### src/hw/acs_params.svh
`ifndef ACS_PARAMS_SVH
`define ACS_PARAMS_SVH

// acquisition codes
`define ACS_ACQ_MANUAL      3'h0
`define ACS_ACQ_CODE_4TAD   3'h2
// conversion clock codes
`define ACS_CLK_RC_LOW2     2'h3
// bit periods per conversion and gap
`define ACS_CONV_TADS       4'hB
`define ACS_GAP_TADS        5'h02
`define ACS_RESULT_BITS     10
// instruction cycle: 4 ref_clk cycles
`define ACS_INSTR_CYCLES    3'h4
// dedicated rc bit period in ref_clk cycles (1.7 us at 20 ns)
`define ACS_RC_TAD_NS       1700
`define ACS_CLK_PERIOD_NS   20
`define ACS_RC_TAD_CYCLES   ((`ACS_RC_TAD_NS + `ACS_CLK_PERIOD_NS - 1) / `ACS_CLK_PERIOD_NS)

`endif

### src/hw/acs_pkg.sv
package acs_pkg;

    typedef enum logic [2:0] {
        ACS_IDLE,
        ACS_DEFER,
        ACS_ACQ,
        ACS_CONV,
        ACS_GAP
    } acs_state_e;

    // control bits written by software
    typedef struct packed {
        logic       converter_enable;
        logic [2:0] acquisition_time_sel;
        logic [2:0] conversion_clock_sel;
        logic       result_justify_sel;
    } acs_ctrl_s;

    // result pair
    typedef struct packed {
        logic [7:0] result_high_byte;
        logic [7:0] result_low_byte;
    } acs_result_s;

endpackage

### src/hw/acs_tad_gen.sv
`timescale 1ns/1ps
`default_nettype none
`include "acs_params.svh"

// bit period enable: system clock divided by 2..64, or the dedicated rc rate
module acs_tad_gen (
    // clock and reset
    input  wire logic       ref_clk,
    input  wire logic       sys_rst,
    // control
    input  wire logic       run,
    input  wire logic [2:0] clk_sel,
    // bit period tick
    output logic            tad_tick
);

    logic [6:0] div_q;
    logic [6:0] limit;

    always_comb begin
        case (clk_sel)
            3'h0:    limit = 7'h02;
            3'h4:    limit = 7'h04;
            3'h1:    limit = 7'h08;
            3'h5:    limit = 7'h10;
            3'h2:    limit = 7'h20;
            3'h6:    limit = 7'h40;
            default: limit = 7'(`ACS_RC_TAD_CYCLES);
        endcase
    end

    always_ff @(posedge ref_clk) begin
        if (sys_rst || !run || div_q >= limit - 7'h01) begin
            div_q <= 7'h00;
        end else begin
            div_q <= div_q + 7'h01;
        end
    end

    assign tad_tick = run && (div_q == limit - 7'h01);

endmodule

`default_nettype wire

### src/hw/acs_sequencer.sv
// What this block does
// - converter runs only when enable is one
// - start converts now or after acquisition delay
// - code 010 gives four bit period acquisition
// - start deferred one instruction cycle
// - completion clears busy, sets flag, loads result
// - array discharged after every sample
// - abort during conversion loads partial result, fill last bit
// - reset returns control state, stops conversion
// - two bit period gap before next acquisition
// - idle mode does not stop conversion
// - rc clock adds one instruction wait
// - done in sleep with irq enable wakes
// - no irq enable: power down after sleep conversion
// - non rc clock: sleep aborts, powers down
// - trigger sets busy, resets timer counter
// - conversion takes eleven bit periods
// - acquisition codes two to twenty, 000 manual
// - done flag set regardless of irq enable
// - justify selects left or right result layout
`timescale 1ns/1ps
`default_nettype none
`include "acs_params.svh"

module acs_sequencer (
    // clock and reset
    input  wire logic                 ref_clk,
    input  wire logic                 sys_rst,
    // software control
    input  wire acs_pkg::acs_ctrl_s   ctrl,
    input  wire logic                 start_set,
    input  wire logic                 busy_clear,
    input  wire logic                 done_flag_clear,
    input  wire logic                 conversion_irq_enable,
    // system state
    input  wire logic                 sleep_mode,
    input  wire logic                 idle_mode,
    input  wire logic                 special_event_trigger,
    // comparator from analog array
    input  wire logic                 cmp_above,
    // status
    output logic                      convert_start_busy,
    output logic                      conversion_done_flag,
    output acs_pkg::acs_result_s      result,
    output logic                      wake_event,
    output logic                      timer_counter_reset,
    // analog side controls
    output logic                      analog_powered,
    output logic                      sample_connect,
    output logic                      array_discharge,
    output logic [9:0]                trial_code
);
    import acs_pkg::*;

    acs_state_e  state_q;
    logic        busy_q;
    logic        done_q;
    logic [9:0]  sar_q;
    logic [3:0]  bit_q;
    logic [4:0]  cnt_q;
    logic [2:0]  instr_q;
    logic        rc_extra_q;
    logic        off_q;
    logic        wake_q;
    logic        trig_q;
    acs_result_s result_q;
    logic        tad_tick;
    logic        is_rc;
    logic        start_req;
    logic        abort;
    logic        finish;
    logic [4:0]  acq_tads;
    logic [9:0]  partial;
    logic [9:0]  res_val;

    assign is_rc     = (ctrl.conversion_clock_sel[1:0] == `ACS_CLK_RC_LOW2);
    assign start_req = (start_set || special_event_trigger) && ctrl.converter_enable;
    assign finish    = (state_q == ACS_CONV) && tad_tick && (bit_q == 4'h0);
    // software clear, enable off or sleep on a system derived clock all abort
    assign abort     = busy_q && (busy_clear || !ctrl.converter_enable || (sleep_mode && !is_rc));

    always_comb begin
        case (ctrl.acquisition_time_sel)
            3'h1:    acq_tads = 5'h02;
            `ACS_ACQ_CODE_4TAD: acq_tads = 5'h04;
            3'h3:    acq_tads = 5'h06;
            3'h4:    acq_tads = 5'h08;
            3'h5:    acq_tads = 5'h0C;
            3'h6:    acq_tads = 5'h10;
            3'h7:    acq_tads = 5'h14;
            default: acq_tads = 5'h00;
        endcase
    end

    acs_tad_gen u_tad (
        .ref_clk  (ref_clk),
        .sys_rst  (sys_rst),
        .run      (state_q == ACS_ACQ || state_q == ACS_CONV || state_q == ACS_GAP),
        .clk_sel  (ctrl.conversion_clock_sel),
        .tad_tick (tad_tick)
    );

    // partial result: unconverted bits copy the last decided bit
    always_comb begin
        partial = sar_q;
        for (int i = 0; i < `ACS_RESULT_BITS; i++) begin
            if (32'(i) <= 32'(bit_q) && bit_q < 4'hA) begin
                partial[i] = (bit_q == 4'h9) ? 1'b0 : sar_q[bit_q + 4'h1];
            end
        end
    end

    // sequencing state; idle mode is ignored on purpose
    always_ff @(posedge ref_clk) begin
        if (sys_rst) begin
            state_q    <= ACS_IDLE;
            cnt_q      <= 5'h00;
            instr_q    <= 3'h0;
            rc_extra_q <= 1'b0;
            bit_q      <= 4'hA;
        end else if (abort) begin
            state_q <= ACS_GAP;
            cnt_q   <= `ACS_GAP_TADS;
        end else begin
            case (state_q)
                ACS_IDLE: begin
                    if (start_req && !off_q) begin
                        state_q    <= ACS_DEFER;
                        instr_q    <= `ACS_INSTR_CYCLES;
                        rc_extra_q <= is_rc;
                    end
                end
                ACS_DEFER: begin
                    if (instr_q == 3'h1) begin
                        if (rc_extra_q) begin
                            rc_extra_q <= 1'b0;
                            instr_q    <= `ACS_INSTR_CYCLES;
                        end else if (acq_tads == 5'h00) begin
                            state_q <= ACS_CONV;
                            bit_q   <= 4'h9;
                            cnt_q   <= 5'h01;
                        end else begin
                            state_q <= ACS_ACQ;
                            cnt_q   <= acq_tads;
                        end
                    end else begin
                        instr_q <= instr_q - 3'h1;
                    end
                end
                ACS_ACQ: begin
                    if (tad_tick) begin
                        if (cnt_q == 5'h01) begin
                            state_q <= ACS_CONV;
                            bit_q   <= 4'h9;
                            cnt_q   <= 5'h01;
                        end else begin
                            cnt_q <= cnt_q - 5'h01;
                        end
                    end
                end
                ACS_CONV: begin
                    // first bit period disconnects and settles, then ten decisions
                    if (tad_tick) begin
                        if (cnt_q != 5'h00) begin
                            cnt_q <= 5'h00;
                        end else if (bit_q == 4'h0) begin
                            state_q <= ACS_GAP;
                            cnt_q   <= `ACS_GAP_TADS;
                            bit_q   <= 4'hA;
                        end else begin
                            bit_q <= bit_q - 4'h1;
                        end
                    end
                end
                ACS_GAP: begin
                    bit_q <= 4'hA;
                    if (tad_tick) begin
                        if (cnt_q == 5'h01) begin
                            state_q <= ACS_IDLE;
                        end else begin
                            cnt_q <= cnt_q - 5'h01;
                        end
                    end
                end
                default: state_q <= ACS_IDLE;
            endcase
        end
    end

    // successive approximation register
    always_ff @(posedge ref_clk) begin
        if (sys_rst || state_q == ACS_DEFER) begin
            sar_q <= 10'h000;
        end else if (state_q == ACS_CONV && tad_tick && cnt_q == 5'h00 && bit_q < 4'hA) begin
            sar_q[bit_q] <= !cmp_above;
        end
    end

    assign trial_code = (state_q == ACS_CONV && bit_q < 4'hA) ? (sar_q | (10'h001 << bit_q)) : sar_q;

    // busy bit
    always_ff @(posedge ref_clk) begin
        if (sys_rst) begin
            busy_q <= 1'b0;
        end else if (start_req && state_q == ACS_IDLE && !off_q) begin
            busy_q <= 1'b1;
        end else if (finish || abort) begin
            busy_q <= 1'b0;
        end
    end

    // done flag: set wins over clear
    always_ff @(posedge ref_clk) begin
        if (sys_rst) begin
            done_q <= 1'b0;
        end else if (finish && !abort) begin
            done_q <= 1'b1;
        end else if (done_flag_clear) begin
            done_q <= 1'b0;
        end
    end

    // an abort on the last bit period still loads the partial value
    assign res_val = (finish && !abort) ? {sar_q[9:1], !cmp_above} : partial;

    // result registers
    always_ff @(posedge ref_clk) begin
        if (sys_rst) begin
            result_q <= '0;
        end else if ((finish && !abort) || (abort && state_q == ACS_CONV)) begin
            if (ctrl.result_justify_sel) begin
                result_q <= {6'h00, res_val[9:8], res_val[7:0]};
            end else begin
                result_q <= {res_val[9:2], res_val[1:0], 6'h00};
            end
        end
    end

    // sleep handling: wake pulse or power down with enable still set
    always_ff @(posedge ref_clk) begin
        if (sys_rst || !sleep_mode) begin
            off_q  <= 1'b0;
            wake_q <= 1'b0;
        end else begin
            wake_q <= finish && conversion_irq_enable;
            if ((finish && !conversion_irq_enable) || abort) begin
                off_q <= 1'b1;
            end
        end
    end

    always_ff @(posedge ref_clk) begin
        if (sys_rst) begin
            trig_q <= 1'b0;
        end else begin
            trig_q <= special_event_trigger;
        end
    end

    assign convert_start_busy   = busy_q;
    assign conversion_done_flag = done_q;
    assign result               = result_q;
    assign wake_event           = wake_q;
    assign timer_counter_reset  = trig_q;
    assign analog_powered       = ctrl.converter_enable && !off_q;
    assign sample_connect       = analog_powered && (state_q == ACS_IDLE || state_q == ACS_DEFER || state_q == ACS_ACQ);
    assign array_discharge      = (state_q == ACS_GAP);

    busy_hold_a: assert property (@(posedge ref_clk) disable iff (sys_rst)
        (state_q == ACS_CONV || state_q == ACS_ACQ) |-> busy_q) else $error("busy low mid conversion");
    done_set_a: assert property (@(posedge ref_clk) disable iff (sys_rst)
        (finish && !abort) |=> (done_q && !busy_q)) else $error("completion not flagged");
    enable_gate_a: assert property (@(posedge ref_clk) disable iff (sys_rst)
        (!ctrl.converter_enable && state_q == ACS_IDLE) |=> state_q == ACS_IDLE) else $error("ran while off");
    defer_a: assert property (@(posedge ref_clk) disable iff (sys_rst)
        (state_q == ACS_IDLE && $past(state_q) == ACS_IDLE && start_req && !off_q && !is_rc && !abort)
        |=> (state_q == ACS_DEFER) [*4]) else $error("defer wrong length");
    gap_after_a: assert property (@(posedge ref_clk) disable iff (sys_rst)
        (state_q == ACS_CONV && $past(state_q) == ACS_CONV && !abort && finish) |=> state_q == ACS_GAP)
        else $error("no gap after conversion");
    abort_stop_a: assert property (@(posedge ref_clk) disable iff (sys_rst)
        abort |=> (!busy_q && state_q == ACS_GAP)) else $error("abort ignored");
    discharge_a: assert property (@(posedge ref_clk) disable iff (sys_rst)
        (state_q == ACS_GAP) |-> (array_discharge && !sample_connect)) else $error("no discharge");
    trig_timer_a: assert property (@(posedge ref_clk) disable iff (sys_rst)
        special_event_trigger |=> timer_counter_reset) else $error("timer not reset");
    idle_run_a: assert property (@(posedge ref_clk) disable iff (sys_rst)
        (idle_mode && state_q == ACS_CONV && !abort && !finish) |=> state_q == ACS_CONV)
        else $error("idle stopped conversion");
    sleep_off_a: assert property (@(posedge ref_clk) disable iff (sys_rst)
        (sleep_mode && !is_rc && busy_q && !busy_clear) |=> (!busy_q && ctrl.converter_enable |-> !analog_powered))
        else $error("sleep did not abort");

    conv_done_c: cover property (@(posedge ref_clk) finish && !abort);
    abort_c: cover property (@(posedge ref_clk) abort && state_q == ACS_CONV);
    acq_c: cover property (@(posedge ref_clk) state_q == ACS_ACQ && tad_tick);
    wake_c: cover property (@(posedge ref_clk) wake_q);

endmodule

`default_nettype wire

### config.mk
export PLATFORM = sky130hd
export DESIGN_NAME = acs_sequencer
export DESIGN_NICKNAME = d
export VERILOG_FILES = /design/src/hw/acs_pkg.sv /design/src/hw/acs_tad_gen.sv /design/src/hw/acs_sequencer.sv
export VERILOG_INCLUDE_DIRS = /design/src /design/src/hw
export SDC_FILE = /design/constraint.sdc
export NUM_CORES = 1
export LEC_CHECK = 0
export BUFFER_PORTS_ARGS = -buffer_cell sky130_fd_sc_hd__buf_4
export CAP_MARGIN = 20
export CORE_MARGIN = 2
export CORE_UTILIZATION = 45
export DETAILED_ROUTE_END_ITERATION = 10
export PLACE_DENSITY = 0.75
export SYNTH_ARGS = -nofsm -noshare
export SYNTH_HDL_FRONTEND = slang
export SYNTH_SLANG_ARGS = --single-unit
### constraint.sdc
create_clock -name ref_clk -period 2.4 [get_ports ref_clk]
set_input_delay 0.12 -clock ref_clk [delete_from_list [all_inputs] [get_ports ref_clk]]
set_output_delay 0.12 -clock ref_clk [all_outputs]
set_load 0.05 [all_outputs]
==> summary.txt <==
Pwr
  • Static leakage: 1.85 nW
  • Reg power frac: 0.414
  • Clk network pwr share: 0.234
  • Internal power: 0.00151 W
  • Net Sw Power: just over 0.0009 W
  • Pwr/cell area: 560 nW/um^2
  • VDD IR max: around 0.36 mV
  • Logic pwr share: 0.352
  • Switching share of power: 0.376

Routing
  • DRC viols: 0
  • Drt wl/cell: 15.3 um
  • WL final: between 9 and 10 mm
  • 1st-iter DRT viols: 161
  • Antenna Nets Post-Route: 0
  • Via/cell ratio: 5.82
  • Via count: around 3500
  • Pre-antenna DRT Iters: 5

Hold path
  • Hold depth: 2
  • Worst Min Path Start: special_event_trigger
  • Hold EP: timer_counter_reset
  • Worst hold path type: in -> reg

Die
  • I/O Pins: slightly above 50
  • Initial Util: 0.463
  • Die Width: 93.2 um
  • Die ar.: 8680 um^2
  • FP Rows: 32
  • Die height: 93.2 um
  • Total core area: 7730 um^2

Synthesis
  • Mapped cell area: about 3600 um^2
  • Cell variety after synth: 69
  • Seq/Total Area, Yosys: 0.302
  • Cells after synthesis: 432
  • Yosys warning total: 0
  • Ys async rst share: 0
  • EDFF count, synth: 0
  • #FFs+latches synth: 54
  • Post-synthesis average cell area: 8.29 um^2
  • Synth Net Count: 476
  • Main flop type after synthesis: dfxtp_1

Critical path
  • Ordered list of cells on the worst path: ha_1 > ha_4 > mux4_2 > mux2_2 > mux2i_4 > and2_4 > a2bb2oi_1 > nor3_1
  • Slowest-stage cell, CP: dfxtp_1
  • Worst EP required: 2610 ps
  • Reg2Reg Depth: 8
  • R2r startpoint: bit_q[0]
  • Worst setup path class: reg -> reg
  • CP Buf/Inv Count: 0
  • Setup crit end kind: flip-flop
  • Top Family by Delay on Critical Path: multiplexers
  • Worst-path fanout max: 7
  • R2R Path End: result[2]
  • Worst setup SP type: flip-flop
  • Max stage delay on crit path: 360 ps
  • WP data arrival: about 2500 ps
  • R2r setup slk: just under 100 ps

Timing
  • Final worst slack: 97.0 ps
  • Fmax: 434 MHz
  • Final Cycle Share: 0.960
  • Slew headroom: 0.609
  • Slew @ Worst Pin: between 500 and 600 ps
  • Hold violation total from the final report: 0
  • Setup violations, final: 0
  • Final min period: roughly 2300 ps
  • Worst Skew: around 13 ps
  • Max-slew violation count: 0

Finish
  • Number of fill cells: just over 700
  • Layout cells sized above 1: 0.232
  • Area of the multi-input gates: 2330 um^2
  • Sequential Area: 1080 um^2
  • Area growth from synthesis to layout: 20.4%
  • N_diodes: 0
  • Post-layout util: 0.558
  • Post-layout nets: around 540

Clock network
  • Clock sink count: 54
  • Reg clk slew, reported paths: 110 ps
  • CTS tree: built
  • Clk_lat worst skew: 320 ps
  • CTS Buffer Depth: 2
  • Root Buffer: clkbuf_8
  • Num CTS Buffers: 5
  • # H-tree levels: 2

GRT
  • Total Routing Usage GR: 0.214
  • Initial antenna violation count: 0
  • Number of global-route vias before repair: 3200
  • First-pass GRT wire length: 15.0 mm
  • Pin count of the biggest net entering global routing: 35
  • GRT overflow: 0

Place
  • Detailed Place HPWL: 7.08 mm
  • Place WS: -139 ps
  • RD Place Congestion: 0.911
  • PortBufs: 49

Flow run
  • Max-cap violations: 0

Status
  • Status: complete, no violations
state kept, by name, indices dropped and copies added (netlist names):
name,count
state_q,3
rc_extra_q,1
cnt_q,5
u_tad.div_q,7
convert_start_busy,1
off_q,1
conversion_done_flag,1
sar_q,10
instr_q,3
timer_counter_reset,1
bit_q,4
wake_event,1
result,16
cells in the final DEF (no fill, tap or decap), types with 4 or more instances in the layout:
| cell type | n |
|---|---|
| ha_1 | 25 |
| nand2_1 | 26 |
| dfxtp_1 | 53 |
| nor3_1 | 14 |
| a21o_1 | 9 |
| a21oi_1 | 29 |
| nor2_1 | 44 |
| a211oi_1 | 6 |
| inv_1 | 22 |
| a311oi_1 | 8 |
| buf_4 | 78 |
| mux2i_1 | 11 |
| xnor2_1 | 5 |
| and3_1 | 6 |
| nand3_1 | 15 |
| o21ai_1 | 4 |
| xor2_1 | 4 |
| a31oi_1 | 6 |
| nor3b_1 | 4 |
| nor2b_1 | 10 |
| clkbuf_8 | 5 |
| a31o_2 | 6 |
| nand2b_1 | 11 |
| o21ai_0 | 21 |
cell usage after synthesis, drive strengths merged, types with 2 or more instances:
library cell	instances	area [um^2]
or4	3	22.5
ha	26	325
nand2b	11	68.8
nand3b	3	30.0
and2	5	33.8
o211a	2	20.0
nand3	15	75.1
or3	3	18.8
a311oi	10	100
buf	13	70.1
a211oi	7	57.6
o22ai	2	12.5
o211ai	2	15.0
dfxtp	54	1080
a21o	9	67.6
or3b	3	28.8
o32ai	3	26.3
nor3	14	70.1
a221oi	2	17.5
clkbuf	9	33.8
o21a	3	22.5
nor2b	10	62.6
inv	23	86.3
nor3b	4	30.0
or4b	2	27.5
and3	7	48.8
mux4	2	45.0
a21oi	30	154
o21ai	26	134
a2bb2oi	2	17.5
nand2	26	97.6
mux2i	12	133
o21bai	3	22.5
nor4	3	33.8
a22o	3	26.3
xnor2	5	43.8
o31ai	2	15.0
a31o	7	61.3
xor2	4	35.0
a31oi	6	37.5
nor2	45	176
routing by layer:
metal / up-vias / share of wire / track usage
met1: 1626 / 0.43 / 0.272
li1: 1702 / - / -
met3: 23 / 0.050 / 0.0322
met5: - / 0 / 0
met2: 128 / 0.50 / 0.373
met4: 0 / 0.023 / 0.0662
worst max path at each step:
stage,slack [ps],startpoint,end,cells past startpoint
6_report,100,bit_q[0],result[2],8
5_1_grt,-3,bit_q[0],result[2],8
4_1_cts,70,bit_q[1],result[8],8
3_5_place_dp,-140,ctrl[1],result[1],13
3_3_place_gp,-80,ctrl[1],result[1],13
2_1_floorplan,60,ctrl[1],cnt_q[4],10
what timing repair did:
action	in CTS	in global routing
endpoints found under the setup margin	0	10
hold buffers	0	0
buffers inserted	0	1
gates resized for setup	0	4
metrics by stage:
stage	power (W)	TNS (ps)	hold slack, ps	cells	area [um^2]
6_report	0.00241	0	13.2	598	4310
5_1_grt	0.00256	-3.05	24.2	598	4310
4_1_cts	0.00240	0	9.88	597	4280
3_5_place_dp	0.00184	-1310	354	589	4180
3_3_place_gp	0.00182	-383	346	589	4180
2_1_floorplan	0.00160	0	248	432	3580
final cells by class:
class	instances	area share
well taps	102	0.0296
inverters	23	0.0200
clock inverters	3	0.00668
flip-flops and latches	54	0.251
repair buffers	78	0.136
clock buffers	5	0.0160
multi-input cells	333	0.541
power by group through the flow:
stage	clock [W]	sequential (W)	combinational, W
2_1_floorplan	0	0.00102	0.000582
3_3_place_gp	0	0.00102	0.000802
3_5_place_dp	0	0.00102	0.000825
4_1_cts	0.000577	0.000999	0.000829
5_1_grt	0.000614	0.00101	0.000936
6_report	0.000564	0.00100	0.000849
logic make-up (layout without fill, tap and decap cells):
group | after synthesis | in the layout | synth area share
fa+ha+maj | 26 | 26 | 0.0909
xor+xnor | 9 | 9 | 0.0220
compound gates | 127 | 127 | 0.245
mux | 15 | 15 | 0.0528
buf+inv | 45 | 109 | 0.0531
simple gates | 156 | 156 | 0.234
flops | 54 | 54 | 0.302
No activity file was read; power rests on OpenSTA's default activity.
